<file path="config.mk">
export PLATFORM = sky130hd
export DESIGN_NAME = wwd_top
export DESIGN_NICKNAME = d
export VERILOG_FILES = /design/src/wwd_pkg.sv /design/src/wwd_rail.sv /design/src/wwd_top.sv
export SDC_FILE = /design/constraint.sdc
export NUM_CORES = 1
export LEC_CHECK = 0
export BUFFER_PORTS_ARGS = -buffer_cell sky130_fd_sc_hd__buf_2
export CORE_ASPECT_RATIO = 0.8
export CORE_UTILIZATION = 30
export DETAILED_ROUTE_END_ITERATION = 6
export GPL_ROUTABILITY_DRIVEN = 0
export PLACE_DENSITY = 0.5
export SYNTH_ARGS = -nofsm -noshare
export SYNTH_HDL_FRONTEND = slang
export SYNTH_SLANG_ARGS = --single-unit
</file>
<file path="constraint.sdc">
create_clock -name clk_sys -period 29.1 [get_ports clk_sys]
set_clock_uncertainty 0.05 [all_clocks]
set_input_delay 1.455 -clock clk_sys [delete_from_list [all_inputs] [get_ports clk_sys]]
set_output_delay 1.455 -clock clk_sys [all_outputs]
set_load 0.05 [all_outputs]
</file>
<file path="src/wwd_pkg.sv">
// Purpose: constants shared by the windowed watchdog and rail reset logic
// Assumes: 25 MHz system clock
// Notes:   periods are counted in timebase ticks of one prescaled enable; the drop filter counts clock cycles
package wwd_pkg;
    // ------------------------------------------------------------------
    // clock and timebase
    // ------------------------------------------------------------------
    localparam int unsigned CLK_HZ        = 25000000;
    localparam int unsigned TICK_US       = 100;
    localparam int unsigned TICK_CYC      = (CLK_HZ / 1000000) * TICK_US;
    // base timeout, 202 ms typical with a 10 nF timing capacitor
    localparam int unsigned BASE_MS       = 202;
    localparam int unsigned BASE_TICKS    = (BASE_MS * 1000) / TICK_US;
    // per-rail power-good drop filter
    localparam int unsigned GLITCH_US     = 100;
    localparam int unsigned GLITCH_CYC    = (CLK_HZ / 1000000) * GLITCH_US;
    // window multipliers and rail count
    localparam int unsigned LOWER_DIV     = 4;
    localparam int unsigned UPPER_KICK    = 8;
    localparam int unsigned UPPER_TMO     = 64;
    localparam int unsigned NUM_RAILS     = 4;
    // ------------------------------------------------------------------
    // watchdog states
    // ------------------------------------------------------------------
    typedef enum logic [1:0] {
        WWD_RESET = 2'b00,
        WWD_LOWER = 2'b01,
        WWD_UPPER = 2'b10
    } wwd_state_t;
endpackage : wwd_pkg

</file>
<file path="src/wwd_rail.sv">
// Purpose: one rail reset channel with drop filter and release delay
// Assumes: rail_good already synchronised to clk_sys
// Notes:   release delay counts timebase ticks
`timescale 1ns/10ps
module wwd_rail #(
    parameter int unsigned BASE_TICKS = wwd_pkg::BASE_TICKS,
    parameter int unsigned GLITCH_CYC = wwd_pkg::GLITCH_CYC
) (
    input  wire logic clk_sys,
    input  wire logic rst,
    input  wire logic tick,
    input  wire logic enable,
    input  wire logic good,
    output logic      reset_n
);
    logic [31:0] drop_ff, nxt_drop;
    logic [31:0] hold_ff, nxt_hold;
    logic        rst_n_ff, nxt_rst_n;

    always_comb begin
        nxt_drop  = drop_ff;
        nxt_hold  = hold_ff;
        nxt_rst_n = rst_n_ff;
        if (!enable) begin
            nxt_rst_n = 1'b0;
            nxt_drop  = '0;
            nxt_hold  = '0;
        end else if (!good) begin
            nxt_hold = '0;
            if (drop_ff >= GLITCH_CYC) begin
                nxt_rst_n = 1'b0;
            end else begin
                nxt_drop = drop_ff + 32'h1;
            end
        end else begin
            nxt_drop = '0;
            if (!rst_n_ff && tick) begin
                // short dips leave a released output untouched
                if (hold_ff + 32'h1 >= BASE_TICKS) begin
                    nxt_rst_n = 1'b1;
                end else begin
                    nxt_hold = hold_ff + 32'h1;
                end
            end
        end
    end

    always_ff @(posedge clk_sys or posedge rst) begin
        if (rst) begin
            drop_ff  <= '0;
            hold_ff  <= '0;
            rst_n_ff <= 1'b0;
        end else begin
            drop_ff  <= nxt_drop;
            hold_ff  <= nxt_hold;
            rst_n_ff <= nxt_rst_n;
        end
    end

    assign reset_n = rst_n_ff;

    disabled_low_a: assert property (@(posedge clk_sys) disable iff (rst)
        !enable |=> !rst_n_ff) else $error("disabled rail released");
    glitch_filter_a: assert property (@(posedge clk_sys) disable iff (rst)
        (enable && rst_n_ff && $fell(good)) |=> rst_n_ff)
        else $error("rail reset on first low cycle");
endmodule : wwd_rail

</file>
<file path="src/wwd_top.sv">
// Purpose: windowed watchdog with per-rail reset outputs
// Assumes: kick and rail inputs are asynchronous pins
// Notes:   watchdog and release periods share one prescaled timebase; the drop filter counts clk_sys cycles
// Summary of operation
// - only kick falling edges count
// - timeout drives reset low one period
// - power-up starts in timeout with reset low
// - early kick is a failure, reset asserted
// - base timeout is a parameter, 202 ms
// - lower window is quarter of base period
// - eight periods allowed after a valid kick
// - sixty-four periods allowed after a timeout
// - late kick restarts lower window, no reset
// - rail release delay equals base period
// - rail low over 100 us asserts reset
// - rail released after good for base period
// - disabled rails hold their reset low
`timescale 1ns/10ps
module wwd_top #(
    parameter int unsigned BASE_TICKS = wwd_pkg::BASE_TICKS,
    parameter int unsigned TICK_CYC   = wwd_pkg::TICK_CYC,
    parameter int unsigned GLITCH_CYC = wwd_pkg::GLITCH_CYC
) (
    input  wire logic                          clk_sys,
    input  wire logic                          rst,
    input  wire logic                          watchdog_kick_in,
    input  wire logic [wwd_pkg::NUM_RAILS-1:0] rail_good,
    input  wire logic [wwd_pkg::NUM_RAILS-1:0] rail_enable,
    output logic                               watchdog_reset_out_n,
    output logic [wwd_pkg::NUM_RAILS-1:0]      rail_reset_n
);
    // ------------------------------------------------------------------
    // input synchronisers
    // ------------------------------------------------------------------
    logic       kick_s1_ff, kick_s2_ff, kick_d_ff;
    logic [wwd_pkg::NUM_RAILS-1:0] good_s1_ff, good_s2_ff;
    logic [wwd_pkg::NUM_RAILS-1:0] en_s1_ff, en_s2_ff;
    logic       kick_fall;

    always_ff @(posedge clk_sys or posedge rst) begin
        if (rst) begin
            kick_s1_ff <= 1'b1;
            kick_s2_ff <= 1'b1;
            kick_d_ff  <= 1'b1;
            good_s1_ff <= '0;
            good_s2_ff <= '0;
            en_s1_ff   <= '0;
            en_s2_ff   <= '0;
        end else begin
            kick_s1_ff <= watchdog_kick_in;
            kick_s2_ff <= kick_s1_ff;
            kick_d_ff  <= kick_s2_ff;
            good_s1_ff <= rail_good;
            good_s2_ff <= good_s1_ff;
            en_s1_ff   <= rail_enable;
            en_s2_ff   <= en_s1_ff;
        end
    end

    // edge register idles high like the pin, so reset makes no false fall
    assign kick_fall = kick_d_ff && !kick_s2_ff;

    // ------------------------------------------------------------------
    // timebase prescaler
    // ------------------------------------------------------------------
    // one shared tick keeps watchdog and rail periods in step
    logic [31:0] pre_ff, nxt_pre;
    logic        tick_ff, nxt_tick;

    always_comb begin
        nxt_tick = 1'b0;
        nxt_pre  = pre_ff + 32'h1;
        if (pre_ff >= TICK_CYC - 1) begin
            nxt_pre  = '0;
            nxt_tick = 1'b1;
        end
    end

    always_ff @(posedge clk_sys or posedge rst) begin
        if (rst) begin
            pre_ff  <= '0;
            tick_ff <= 1'b0;
        end else begin
            pre_ff  <= nxt_pre;
            tick_ff <= nxt_tick;
        end
    end

    // ------------------------------------------------------------------
    // watchdog state machine
    // ------------------------------------------------------------------
    localparam int unsigned LOWER_TICKS = BASE_TICKS / wwd_pkg::LOWER_DIV;
    localparam int unsigned KICK_TICKS  = BASE_TICKS * wwd_pkg::UPPER_KICK;
    localparam int unsigned TMO_TICKS   = BASE_TICKS * wwd_pkg::UPPER_TMO;

    wwd_pkg::wwd_state_t st_ff, nxt_st;
    logic [31:0] cnt_ff, nxt_cnt;
    logic        after_tmo_ff, nxt_after_tmo;
    logic        wdo_ff, nxt_wdo;
    logic [31:0] limit;

    // upper window depends on whether the last event was a kick or timeout
    assign limit = after_tmo_ff ? TMO_TICKS : KICK_TICKS;

    always_comb begin
        nxt_st        = st_ff;
        nxt_cnt       = cnt_ff;
        nxt_after_tmo = after_tmo_ff;
        nxt_wdo       = wdo_ff;
        unique case (st_ff)
            wwd_pkg::WWD_RESET: begin
                // kicks are ignored while the reset pulse runs
                if (tick_ff) begin
                    nxt_cnt = cnt_ff + 32'h1;
                    if (cnt_ff + 32'h1 >= BASE_TICKS) begin
                        nxt_st        = wwd_pkg::WWD_LOWER;
                        nxt_cnt       = '0;
                        nxt_wdo       = 1'b1;
                        nxt_after_tmo = 1'b1;
                    end
                end
            end
            wwd_pkg::WWD_LOWER: begin
                // an early kick costs a full reset pulse, not a restart
                if (kick_fall) begin
                    nxt_st  = wwd_pkg::WWD_RESET;
                    nxt_cnt = '0;
                    nxt_wdo = 1'b0;
                end else if (tick_ff) begin
                    nxt_cnt = cnt_ff + 32'h1;
                    if (cnt_ff + 32'h1 >= LOWER_TICKS) begin
                        nxt_st = wwd_pkg::WWD_UPPER;
                    end
                end
            end
            wwd_pkg::WWD_UPPER: begin
                if (kick_fall) begin
                    nxt_st        = wwd_pkg::WWD_LOWER;
                    nxt_cnt       = '0;
                    nxt_after_tmo = 1'b0;
                end else if (tick_ff) begin
                    nxt_cnt = cnt_ff + 32'h1;
                    // total count spans lower window plus the rest
                    if (cnt_ff + 32'h1 >= limit) begin
                        nxt_st  = wwd_pkg::WWD_RESET;
                        nxt_cnt = '0;
                        nxt_wdo = 1'b0;
                    end
                end
            end
            default: begin
                nxt_st  = wwd_pkg::WWD_RESET;
                nxt_cnt = '0;
                nxt_wdo = 1'b0;
            end
        endcase
    end

    always_ff @(posedge clk_sys or posedge rst) begin
        if (rst) begin
            st_ff        <= wwd_pkg::WWD_RESET;
            cnt_ff       <= '0;
            after_tmo_ff <= 1'b1;
            wdo_ff       <= 1'b0;
        end else begin
            st_ff        <= nxt_st;
            cnt_ff       <= nxt_cnt;
            after_tmo_ff <= nxt_after_tmo;
            wdo_ff       <= nxt_wdo;
        end
    end

    assign watchdog_reset_out_n = wdo_ff;

    // ------------------------------------------------------------------
    // rail reset channels
    // ------------------------------------------------------------------
    // rails share the watchdog tick, so their release delay tracks the base period
    for (genvar i = 0; i < wwd_pkg::NUM_RAILS; i++) begin : g_rail
        wwd_rail #(
            .BASE_TICKS (BASE_TICKS),
            .GLITCH_CYC (GLITCH_CYC)
        ) u_rail (
            .clk_sys (clk_sys),
            .rst     (rst),
            .tick    (tick_ff),
            .enable  (en_s2_ff[i]),
            .good    (good_s2_ff[i]),
            .reset_n (rail_reset_n[i])
        );
    end

    // ------------------------------------------------------------------
    // checks
    // ------------------------------------------------------------------
    // these watch internal state; rail checks sit beside the rail logic
    early_kick_a: assert property (@(posedge clk_sys) disable iff (rst)
        (st_ff == wwd_pkg::WWD_LOWER && kick_fall) |=> !wdo_ff)
        else $error("early kick did not reset");
    late_kick_a: assert property (@(posedge clk_sys) disable iff (rst)
        (st_ff == wwd_pkg::WWD_UPPER && kick_fall) |=>
        (wdo_ff && st_ff == wwd_pkg::WWD_LOWER && cnt_ff == 0))
        else $error("late kick mishandled");
    reset_len_a: assert property (@(posedge clk_sys) disable iff (rst)
        !wdo_ff |-> (cnt_ff < BASE_TICKS))
        else $error("reset pulse too long");
    reset_state_a: assert property (@(posedge clk_sys) disable iff (rst)
        (wdo_ff == (st_ff != wwd_pkg::WWD_RESET)))
        else $error("reset output and state disagree");
    lower_bound_a: assert property (@(posedge clk_sys) disable iff (rst)
        (st_ff == wwd_pkg::WWD_LOWER) |-> cnt_ff < LOWER_TICKS)
        else $error("lower window overran");
    upper_bound_a: assert property (@(posedge clk_sys) disable iff (rst)
        (st_ff == wwd_pkg::WWD_UPPER) |-> cnt_ff < limit)
        else $error("upper window overran");
    tick_gap_a: assert property (@(posedge clk_sys) disable iff (rst)
        tick_ff |=> !tick_ff) else $error("timebase ticks adjacent");
    // outside a fall or a tick the upper window must not move
    fall_only_a: assert property (@(posedge clk_sys) disable iff (rst)
        (st_ff == wwd_pkg::WWD_UPPER && !kick_fall && !tick_ff) |=> st_ff == wwd_pkg::WWD_UPPER)
        else $error("state left without a falling edge");
endmodule : wwd_top

</file>
Word-level counts from Yosys, hierarchy flattened
Index checks and enable logic that the tools add are counted.
- register bits after elaboration: 348
- word-level logic and storage cells: 180
- add/subtract/negate cells: 10
- $lt $le $gt $ge: 12
- equal/unequal tests: 33
- muxes and demuxes: 76
- reductions and logical operators: 24
- operator list (cell ; count):
    32-bit two-way mux ; 36
    32-bit by 1-bit adder with 32-bit output (second input constant) ; 10
    32-bit by 11-bit greater-or-equal comparator with 1-bit output (second input constant) ; 5
    32-bit by 12-bit greater-or-equal comparator with 1-bit output (second input constant) ; 5
    32-bit one-hot mux with 3 select lines ; 1
    3-bit by 2-bit inequality test with 1-bit output (second input constant) ; 12
    3-bit inequality test (second input constant) ; 12
    32-bit by 17-bit greater-or-equal comparator with 1-bit output ; 1
    32-bit by 9-bit greater-or-equal comparator with 1-bit output (second input constant) ; 1
    1-bit two-way mux ; 27
    17-bit two-way mux ; 1
    2-bit two-way mux ; 8
    3-bit AND reduction ; 5
    2-bit inequality test (second input constant) ; 7
    6-bit AND reduction ; 2
    2-bit AND reduction ; 4
    2-bit one-hot mux with 3 select lines ; 1
    1-bit logical AND ; 5
    1-bit zero test ; 5
    4-bit AND reduction ; 1
    1-bit one-hot mux with 3 select lines ; 1
    2-bit by 1-bit == test with 1-bit output (second input constant) ; 1
    2-bit == test (second input constant) ; 1
    2-bit zero test ; 1
    2 further kinds ; 2

Longest topological paths before layout
Gate-level depths: netlist of run 1.
- word-level depth: 6
- mapped depth: 16
- depth with buffers taken out: 14

Hierarchy
From an unflattened synthesis of run 1, not the netlist that was laid out.
- cells, all modules: 1848
- area total of the unflattened synthesis: 18243.7 µm²
- by module, submodules not included (module ; times used ; cells an instance ; area each (µm²)):
    wwd_rail ; 4 ; 343 ; 3402.0
    wwd_top ; 1 ; 476 ; 4635.7

Least setup slack after synthesis of run 1
Ideal clock, no wire load.
- kind: reg2reg
- start point: reg cnt_ff[0]
- end point: reg cnt_ff[12]
- arrival: 3.233 ns
- path slack: 25.696 ns
- stages on the path, launching flop included: 16
- path buffers: 1
- period minus slack after synthesis: 3.404 ns
- cell sequence: dfrtp_1 ha_1 nand3_1 nor4_4 nand3_1 xnor2_1 ha_1 nor2b_1 o21ai_0 a211o_1 o21ba_2 nand4bb_1 nand3_2 nor2_2 buf_2 nor2_1
- cells in the longest elaborated chain, start to end: 6
- RTL lines (element ; line ; RTL):
    from (decl) ; wwd_top.sv:97 ; logic [31:0] cnt_ff, nxt_cnt;
    from (signal assigned) ; wwd_top.sv:167 ; cnt_ff <= nxt_cnt;
    32-bit by 1-bit adder with 32-bit output * ; - ;
    32-bit by 17-bit greater-or-equal comparator with 1-bit output ; wwd_top.sv:144 ; if (cnt_ff + 32'h1 >= limit) begin
    32-bit two-way mux ; wwd_top.sv:144 ;
    32-bit two-way mux ; wwd_top.sv:141 ; end else if (tick_ff) begin
    32-bit two-way mux ; wwd_top.sv:137 ; if (kick_fall) begin
    32-bit one-hot mux with 3 select lines * ; wwd_top.sv:110 ; unique case (st_ff)
Mark *: on every way between the ends. The rest lies on a longest branch, timed or not. The select of a mux whose other input is x is not followed.
A chain may end at the register's enable or synchronous reset.

Worst setup path after layout of run 1
- start point: reg cnt_ff[0]
- end point: reg cnt_ff[4]
Same word-level chain as after synthesis.

==> flow_summary.json, run 1 <==
{
  "finalSetupViolations": 0,
  "path_class": "reg -> reg",
  "p_leak_nw": 8.42,
  "fill_cells": 5452,
  "dpl.cell_count": 2399,
  "synth_area_per_cell_um2": 10.1,
  "detail-route-antenna-nets": 0,
  "totalPowerFinal_mw": 1.05,
  "drt_first_iter_violations": 849,
  "multi_input_area_um2": 7810,
  "postCtsSetupBuffers": 0,
  "yosys_warnings": 0,
  "start_util": 0.305,
  "path_cells": "ha_1 -> nand3_1 -> nor4_4 -> nand3_1 -> xnor2_1 -> ha_1 -> nor2b_1 -> o21ai_0 -> a211o_1 -> o21ba_2 -> nand4bb_1 -> nand3_2 -> nor2_2 -> o22ai_1",
  "synth_cell_types": 86,
  "start_kind": "flop",
  "cp.required_ps": 29420,
  "seq_area_frac_synth": 0.516,
  "dp_slack_ps": 24340,
  "syn_to_final_growth_pct": 13.4,
  "ys.flop_type": "dfrtp_1",
  "hold_buffers": 0,
  "pwr_density_cell_nw_per_um2": 54.9,
  "num_io_pins": 16,
  "firstDrtPassIters": 6,
  "grt_pass1_vias": 11452,
  "mostFrequentLayoutCells": "dfrtp_1, and2_1, nor2_1, nand2_1, nand3_1",
  "cts_made_buffers": 42,
  "setup_ws_ps": 24360,
  "hold_class": "reg -> reg",
  "synth_cells": 1675,
  "synth_edf_count": 0,
  "synth_area_leader_cell": "dfrtp_1",
  "path_clk_slew_ps": 60,
  "maxCapViolCount": 0,
  "clk_latency_ps": 560,
  "worst-slew-pin-transition_ps": 1070,
  "h-tree-depth": 2,
  "core_area_um2": 55400,
  "synth_top_area_frac": 0.510,
  "grt_start_max_net_pins": 164,
  "report.final.hold_viol_count": 0,
  "overflow": 0,
  "grt_setup_unrepaired": "no",
  "slowest_stage": "nor2_2",
  "die_area_um2": 57200,
  "finalNetCount": 1726,
  "hpwl_um": 22000,
  "die_h_um": 214,
  "vias": 11923,
  "final_max_slew_viol_count": 0,
  "port_buffers": 15,
  "setup.worst_path.end_class": "flop",
  "regArea_um2": 8710,
  "wirelength_um": 33900,
  "fin_cells": 2472,
  "fmax_mhz": 211,
  "viasPerCell": 4.82,
  "cts_root_buf": "clkbuf_16",
  "slowest_delay_ps": 820,
  "antenna_cells": 0,
  "clockBufferDepth": 3,
  "grt_pass1_wl_um": 58600,
  "final_util": 0.346,
  "fin_crit_sh": 0.163,
  "antenna_found_initial": 0,
  "cts.sinks": 348,
  "drc_errors": 0,
  "final.setup.tns_ps": 0,
  "track_usage": 0.122,
  "outcome": "complete, no violations",
  "layout_commonest_cell": "dfrtp_1",
  "maxSlewHeadroom": 0.279,
  "synth.area.top_cells": "dfrtp_1, and2_1, nor2_1",
  "ys_seq_elements": 348,
  "async_flop_share": 1.00,
  "rows": 77,
  "synth_area_um2": 16900,
  "cts_resized": 0,
  "layout_min_cycle_time_ps": 4740,
  "peakVddDrop_v": 0.0000386,
  "path_max_fanout": 24,
  "wl_per_cell_um": 13.7,
  "crit_arrival_ps": 5070,
  "drive_gt1_frac": 0.0819,
  "die_width_um": 267,
  "cts_tree": "yes"
}
per-layer routing:
metal / vias up / global-route usage / part of all wire
met2: 144 / 0.169 / 0.41
met3: 50 / 0.0225 / 0.037
met1: 5764 / 0.189 / 0.53
met5: - / 0 / 0
met4: 0 / 0.0391 / 0.021
li1: 5965 / - / -
worst paths after layout:
kind	from	cells past startpoint	endpoint	slack, ps
max	cnt_ff[0]	14	cnt_ff[4]	24360
min	en_s1_ff[3]	0	en_s2_ff[3]	300
max reg2reg	cnt_ff[0]	14	cnt_ff[4]	24360
min reg2reg	en_s1_ff[3]	0	en_s2_ff[3]	300
max in group asynchronous	rst	4	pre_ff[17]	25660
min in group asynchronous	rst	2	g_rail[3].u_rail.hold_ff[3]	930
layout make-up:
class / count / share of cell area
clock buffers: 53 / 0.0603
clock inverters: 20 / 0.0137
inverters: 30 / 0.00627
multi-input cells: 1249 / 0.408
flip-flops and latches: 348 / 0.455
well taps: 750 / 0.0490
repair buffers: 22 / 0.00732
sequential cells by signal (all words and copies together), names as in the netlist:
name / count
watchdog_reset_out_n: 1
kick_s2_ff: 1
tick_ff: 1
cnt_ff: 32
pre_ff: 32
after_tmo_ff: 1
st_ff: 2
good_s1_ff: 4
g_rail.u_rail.hold_ff: 128
good_s2_ff: 4
g_rail.u_rail.reset_n: 4
kick_d_ff: 1
en_s1_ff: 4
kick_s1_ff: 1
g_rail.u_rail.drop_ff: 128
en_s2_ff: 4
report_power, final:
group	total [mW]	internal (mW)	leakage (nW)	switching, mW
sequential	0.492	0.489	4.74	0.00392
clock	0.538	0.327	0.687	0.211
combinational	0.0209	0.00430	2.99	0.0166
total	1.05	0.820	8.42	0.232
Yosys cell counts (20+ instances only):
cell type and number:
dfrtp_1 344, and2_1 173, nor2_1 167, nand2_1 126
nand3_1 64, xnor2_1 61, nand4_1 59, xor2_1 54
nor3_1 49, nor4_1 47, a21oi_1 41, and3_1 41
o21ai_0 38, clkbuf_1 37, inv_1 29, or3_1 26
mux2i_1 24, ha_1 22, a31oi_1 20
logic make-up (layout without fill, tap and decap cells):
family,after synthesis,after routing,synth area share
simple gates,854,854,0.279
flops,348,348,0.516
compound gates,212,212,0.0875
xor+xnor,115,115,0.0597
buf+inv,97,125,0.0253
mux,26,26,0.0156
fa+ha+maj,22,22,0.0163
other cells,1,20,0.000222
worst max-delay path: cells and delay by family, from the launching register on:
family	cells	cell delay (ps)
AO/OA/AOI/OAI	4	770
adder cells (fa/ha/maj)	2	570
flip-flops	1	470
XOR/XNOR	1	180
AND/OR/NAND/NOR	7	2520
through the flow:
step	hold slack (ps)	cell area [um2]
final	296	19100
after floorplan	281	17000
after CTS	299	19100
after global routing	304	19100
after global placement	286	17700
after detailed placement	286	17700
No activity file was read; power rests on OpenSTA's default activity.
==> run 2: changes to the inputs <==
- PLACE_DENSITY: 0.5 -> 0.51
- clock period: 29.1 -> 3.8 ns (I/O delays scaled with it)
==> run 2 against run 1 <==
  * Count of clock-buffer cells in the layout down 1
  * Utilization increased by 0.77 points
  * Clock power grew to 7.8 times the previous value
  * Non-clock buffer count rose by 40
  * Hold slack worse by 82 ps
  * Power increased to 7.7 times the previous value
  * Design area grew 2.2%
  * Register-to-register slack lost 24000 ps
  * Sequential power grew to 7.7 times the previous value
  * Largest power group unchanged
==> flow_summary.json, run 2 (synthesized netlist as in run 1, its figures left out) <==
{
  "die_area_um2": 57200,
  "maxCapViolCount": 0,
  "report.final.hold_viol_count": 0,
  "hold_class": "in -> async",
  "fin_crit_sh": 0.935,
  "syn_to_final_growth_pct": 15.9,
  "worst-slew-pin-transition_ps": 995,
  "firstDrtPassIters": 6,
  "die_width_um": 267,
  "hpwl_um": 22700,
  "track_usage": 0.125,
  "layout_commonest_cell": "dfrtp_1",
  "grt_start_max_net_pins": 105,
  "overflow": 0,
  "setup_ws_ps": 248,
  "clockBufferDepth": 3,
  "setup.worst_path.end_class": "flop",
  "final_util": 0.353,
  "mostFrequentLayoutCells": "dfrtp_1, and2_1, nor2_1, nand2_1, nand3_1",
  "slowest_delay_ps": 460,
  "maxSlewHeadroom": 0.335,
  "core_area_um2": 55400,
  "dpl.cell_count": 2429,
  "path_class": "reg -> reg",
  "final.setup.tns_ps": 0,
  "slowest_stage": "dfrtp_1",
  "num_io_pins": 16,
  "drc_errors": 0,
  "finalNetCount": 1764,
  "h-tree-depth": 2,
  "viasPerCell": 4.85,
  "wl_per_cell_um": 13.7,
  "die_h_um": 214,
  "peakVddDrop_v": 0.000322,
  "path_max_fanout": 21,
  "crit_arrival_ps": 3920,
  "start_kind": "flop",
  "antenna_found_initial": 0,
  "fmax_mhz": 282,
  "cts_made_buffers": 40,
  "path_cells": "nand4_2 -> or3_1 -> xnor2_1 -> ha_1 -> nand2_1 -> or4_1 -> nand3_1 -> o211ai_1 -> o21ba_2 -> nand4bb_1 -> nand3_2 -> nor2_2 -> buf_12 -> o22ai_1",
  "dp_slack_ps": 191,
  "clk_latency_ps": 550,
  "reg.largest.list": "g_rail.u_rail.drop_ff x128, g_rail.u_rail.hold_ff x128",
  "final_max_slew_viol_count": 0,
  "rows": 77,
  "drive_gt1_frac": 0.0994,
  "outcome": "complete, no violations",
  "cp_num_buf_inv": 1,
  "cpLargestDelayFamily": "simple AND/OR/NAND/NOR gates",
  "grt_setup_unrepaired": "no",
  "start_util": 0.305,
  "cp.required_ps": 4170,
  "wirelength_um": 34300,
  "layout_min_cycle_time_ps": 3550,
  "grt_pass1_vias": 12089,
  "vias": 12185,
  "cts_root_buf": "clkbuf_16",
  "finalSetupViolations": 0,
  "fill_cells": 5566,
  "grt_pass1_wl_um": 60500,
  "pwr_density_cell_nw_per_um2": 415,
  "detail-route-antenna-nets": 0,
  "cts.sinks": 348,
  "cts_tree": "yes",
  "port_buffers": 15,
  "antenna_cells": 0,
  "path_clk_slew_ps": 60,
  "fin_cells": 2510,
  "hold_ws_ps": 214,
  "drt_first_iter_violations": 752,
  "p_leak_nw": 8.66
}
run 2: where the power goes:
part,total (mW),switching (mW),internal [mW],leakage [nW]
combinational,0.174,0.129,0.0451,3.21
clock,4.17,1.53,2.64,0.712
sequential,3.77,0.0298,3.74,4.74
run 2: final timing paths:
path | slack (ps) | depth (start not counted) | startpoint | to
worst max-delay path | 250 | 14 | cnt_ff[6] | cnt_ff[4]
worst min-delay path | 210 | 3 | rst | g_rail[3].u_rail.hold_ff[20]
worst max register to register | 250 | 14 | cnt_ff[6] | cnt_ff[4]
worst min register to register | 300 | 0 | good_s1_ff[3] | good_s2_ff[3]
max in group asynchronous | 2540 | 4 | rst | cnt_ff[13]
min in group clk_sys | 230 | 2 | rail_good[2] | good_s1_ff[2]
run 2: stage by stage:
stage / instance area (um2) / power (mW)
after CTS: 19500 / 8.30
after floorplan: 17000 / 3.96
after global placement: 18000 / 4.01
after global routing: 19600 / 8.47
after detailed placement: 18000 / 4.01
final: 19600 / 8.11
run 2: repair_timing:
action / CTS / global route
buffers inserted: 0 / 0
gates resized for setup: 0 / 8
endpoints found under the setup margin: 0 / 39
hold buffers: 10 / 0
endpoints found under the hold margin: 27 / 0
run 2: worst min-delay path, stage by stage:
cell and delay, ps:
dlygate4sd3_1 530, buf_2 130, clkinvlp_4 410
run 2: layer usage:
layer,share of wire,GRT usage,up-vias
li1,-,-,6050
met1,0.53,0.187,5909
met2,0.42,0.181,181
met3,0.035,0.0193,45
met4,0.022,0.0429,0
met5,0,0,-
run 2: area by class of cell:
cell class                      instances  area (um2)  share of cell area
Sequential cell                       348        8720               0.445
Multi-Input combinational cell       1249        7850               0.401
Timing Repair Buffer                   62         515              0.0263
Inverter                               30         116             0.00595
Clock buffer                           52        1130              0.0576
Tap cell                              750         938              0.0480
Clock inverter                         19         307              0.0157
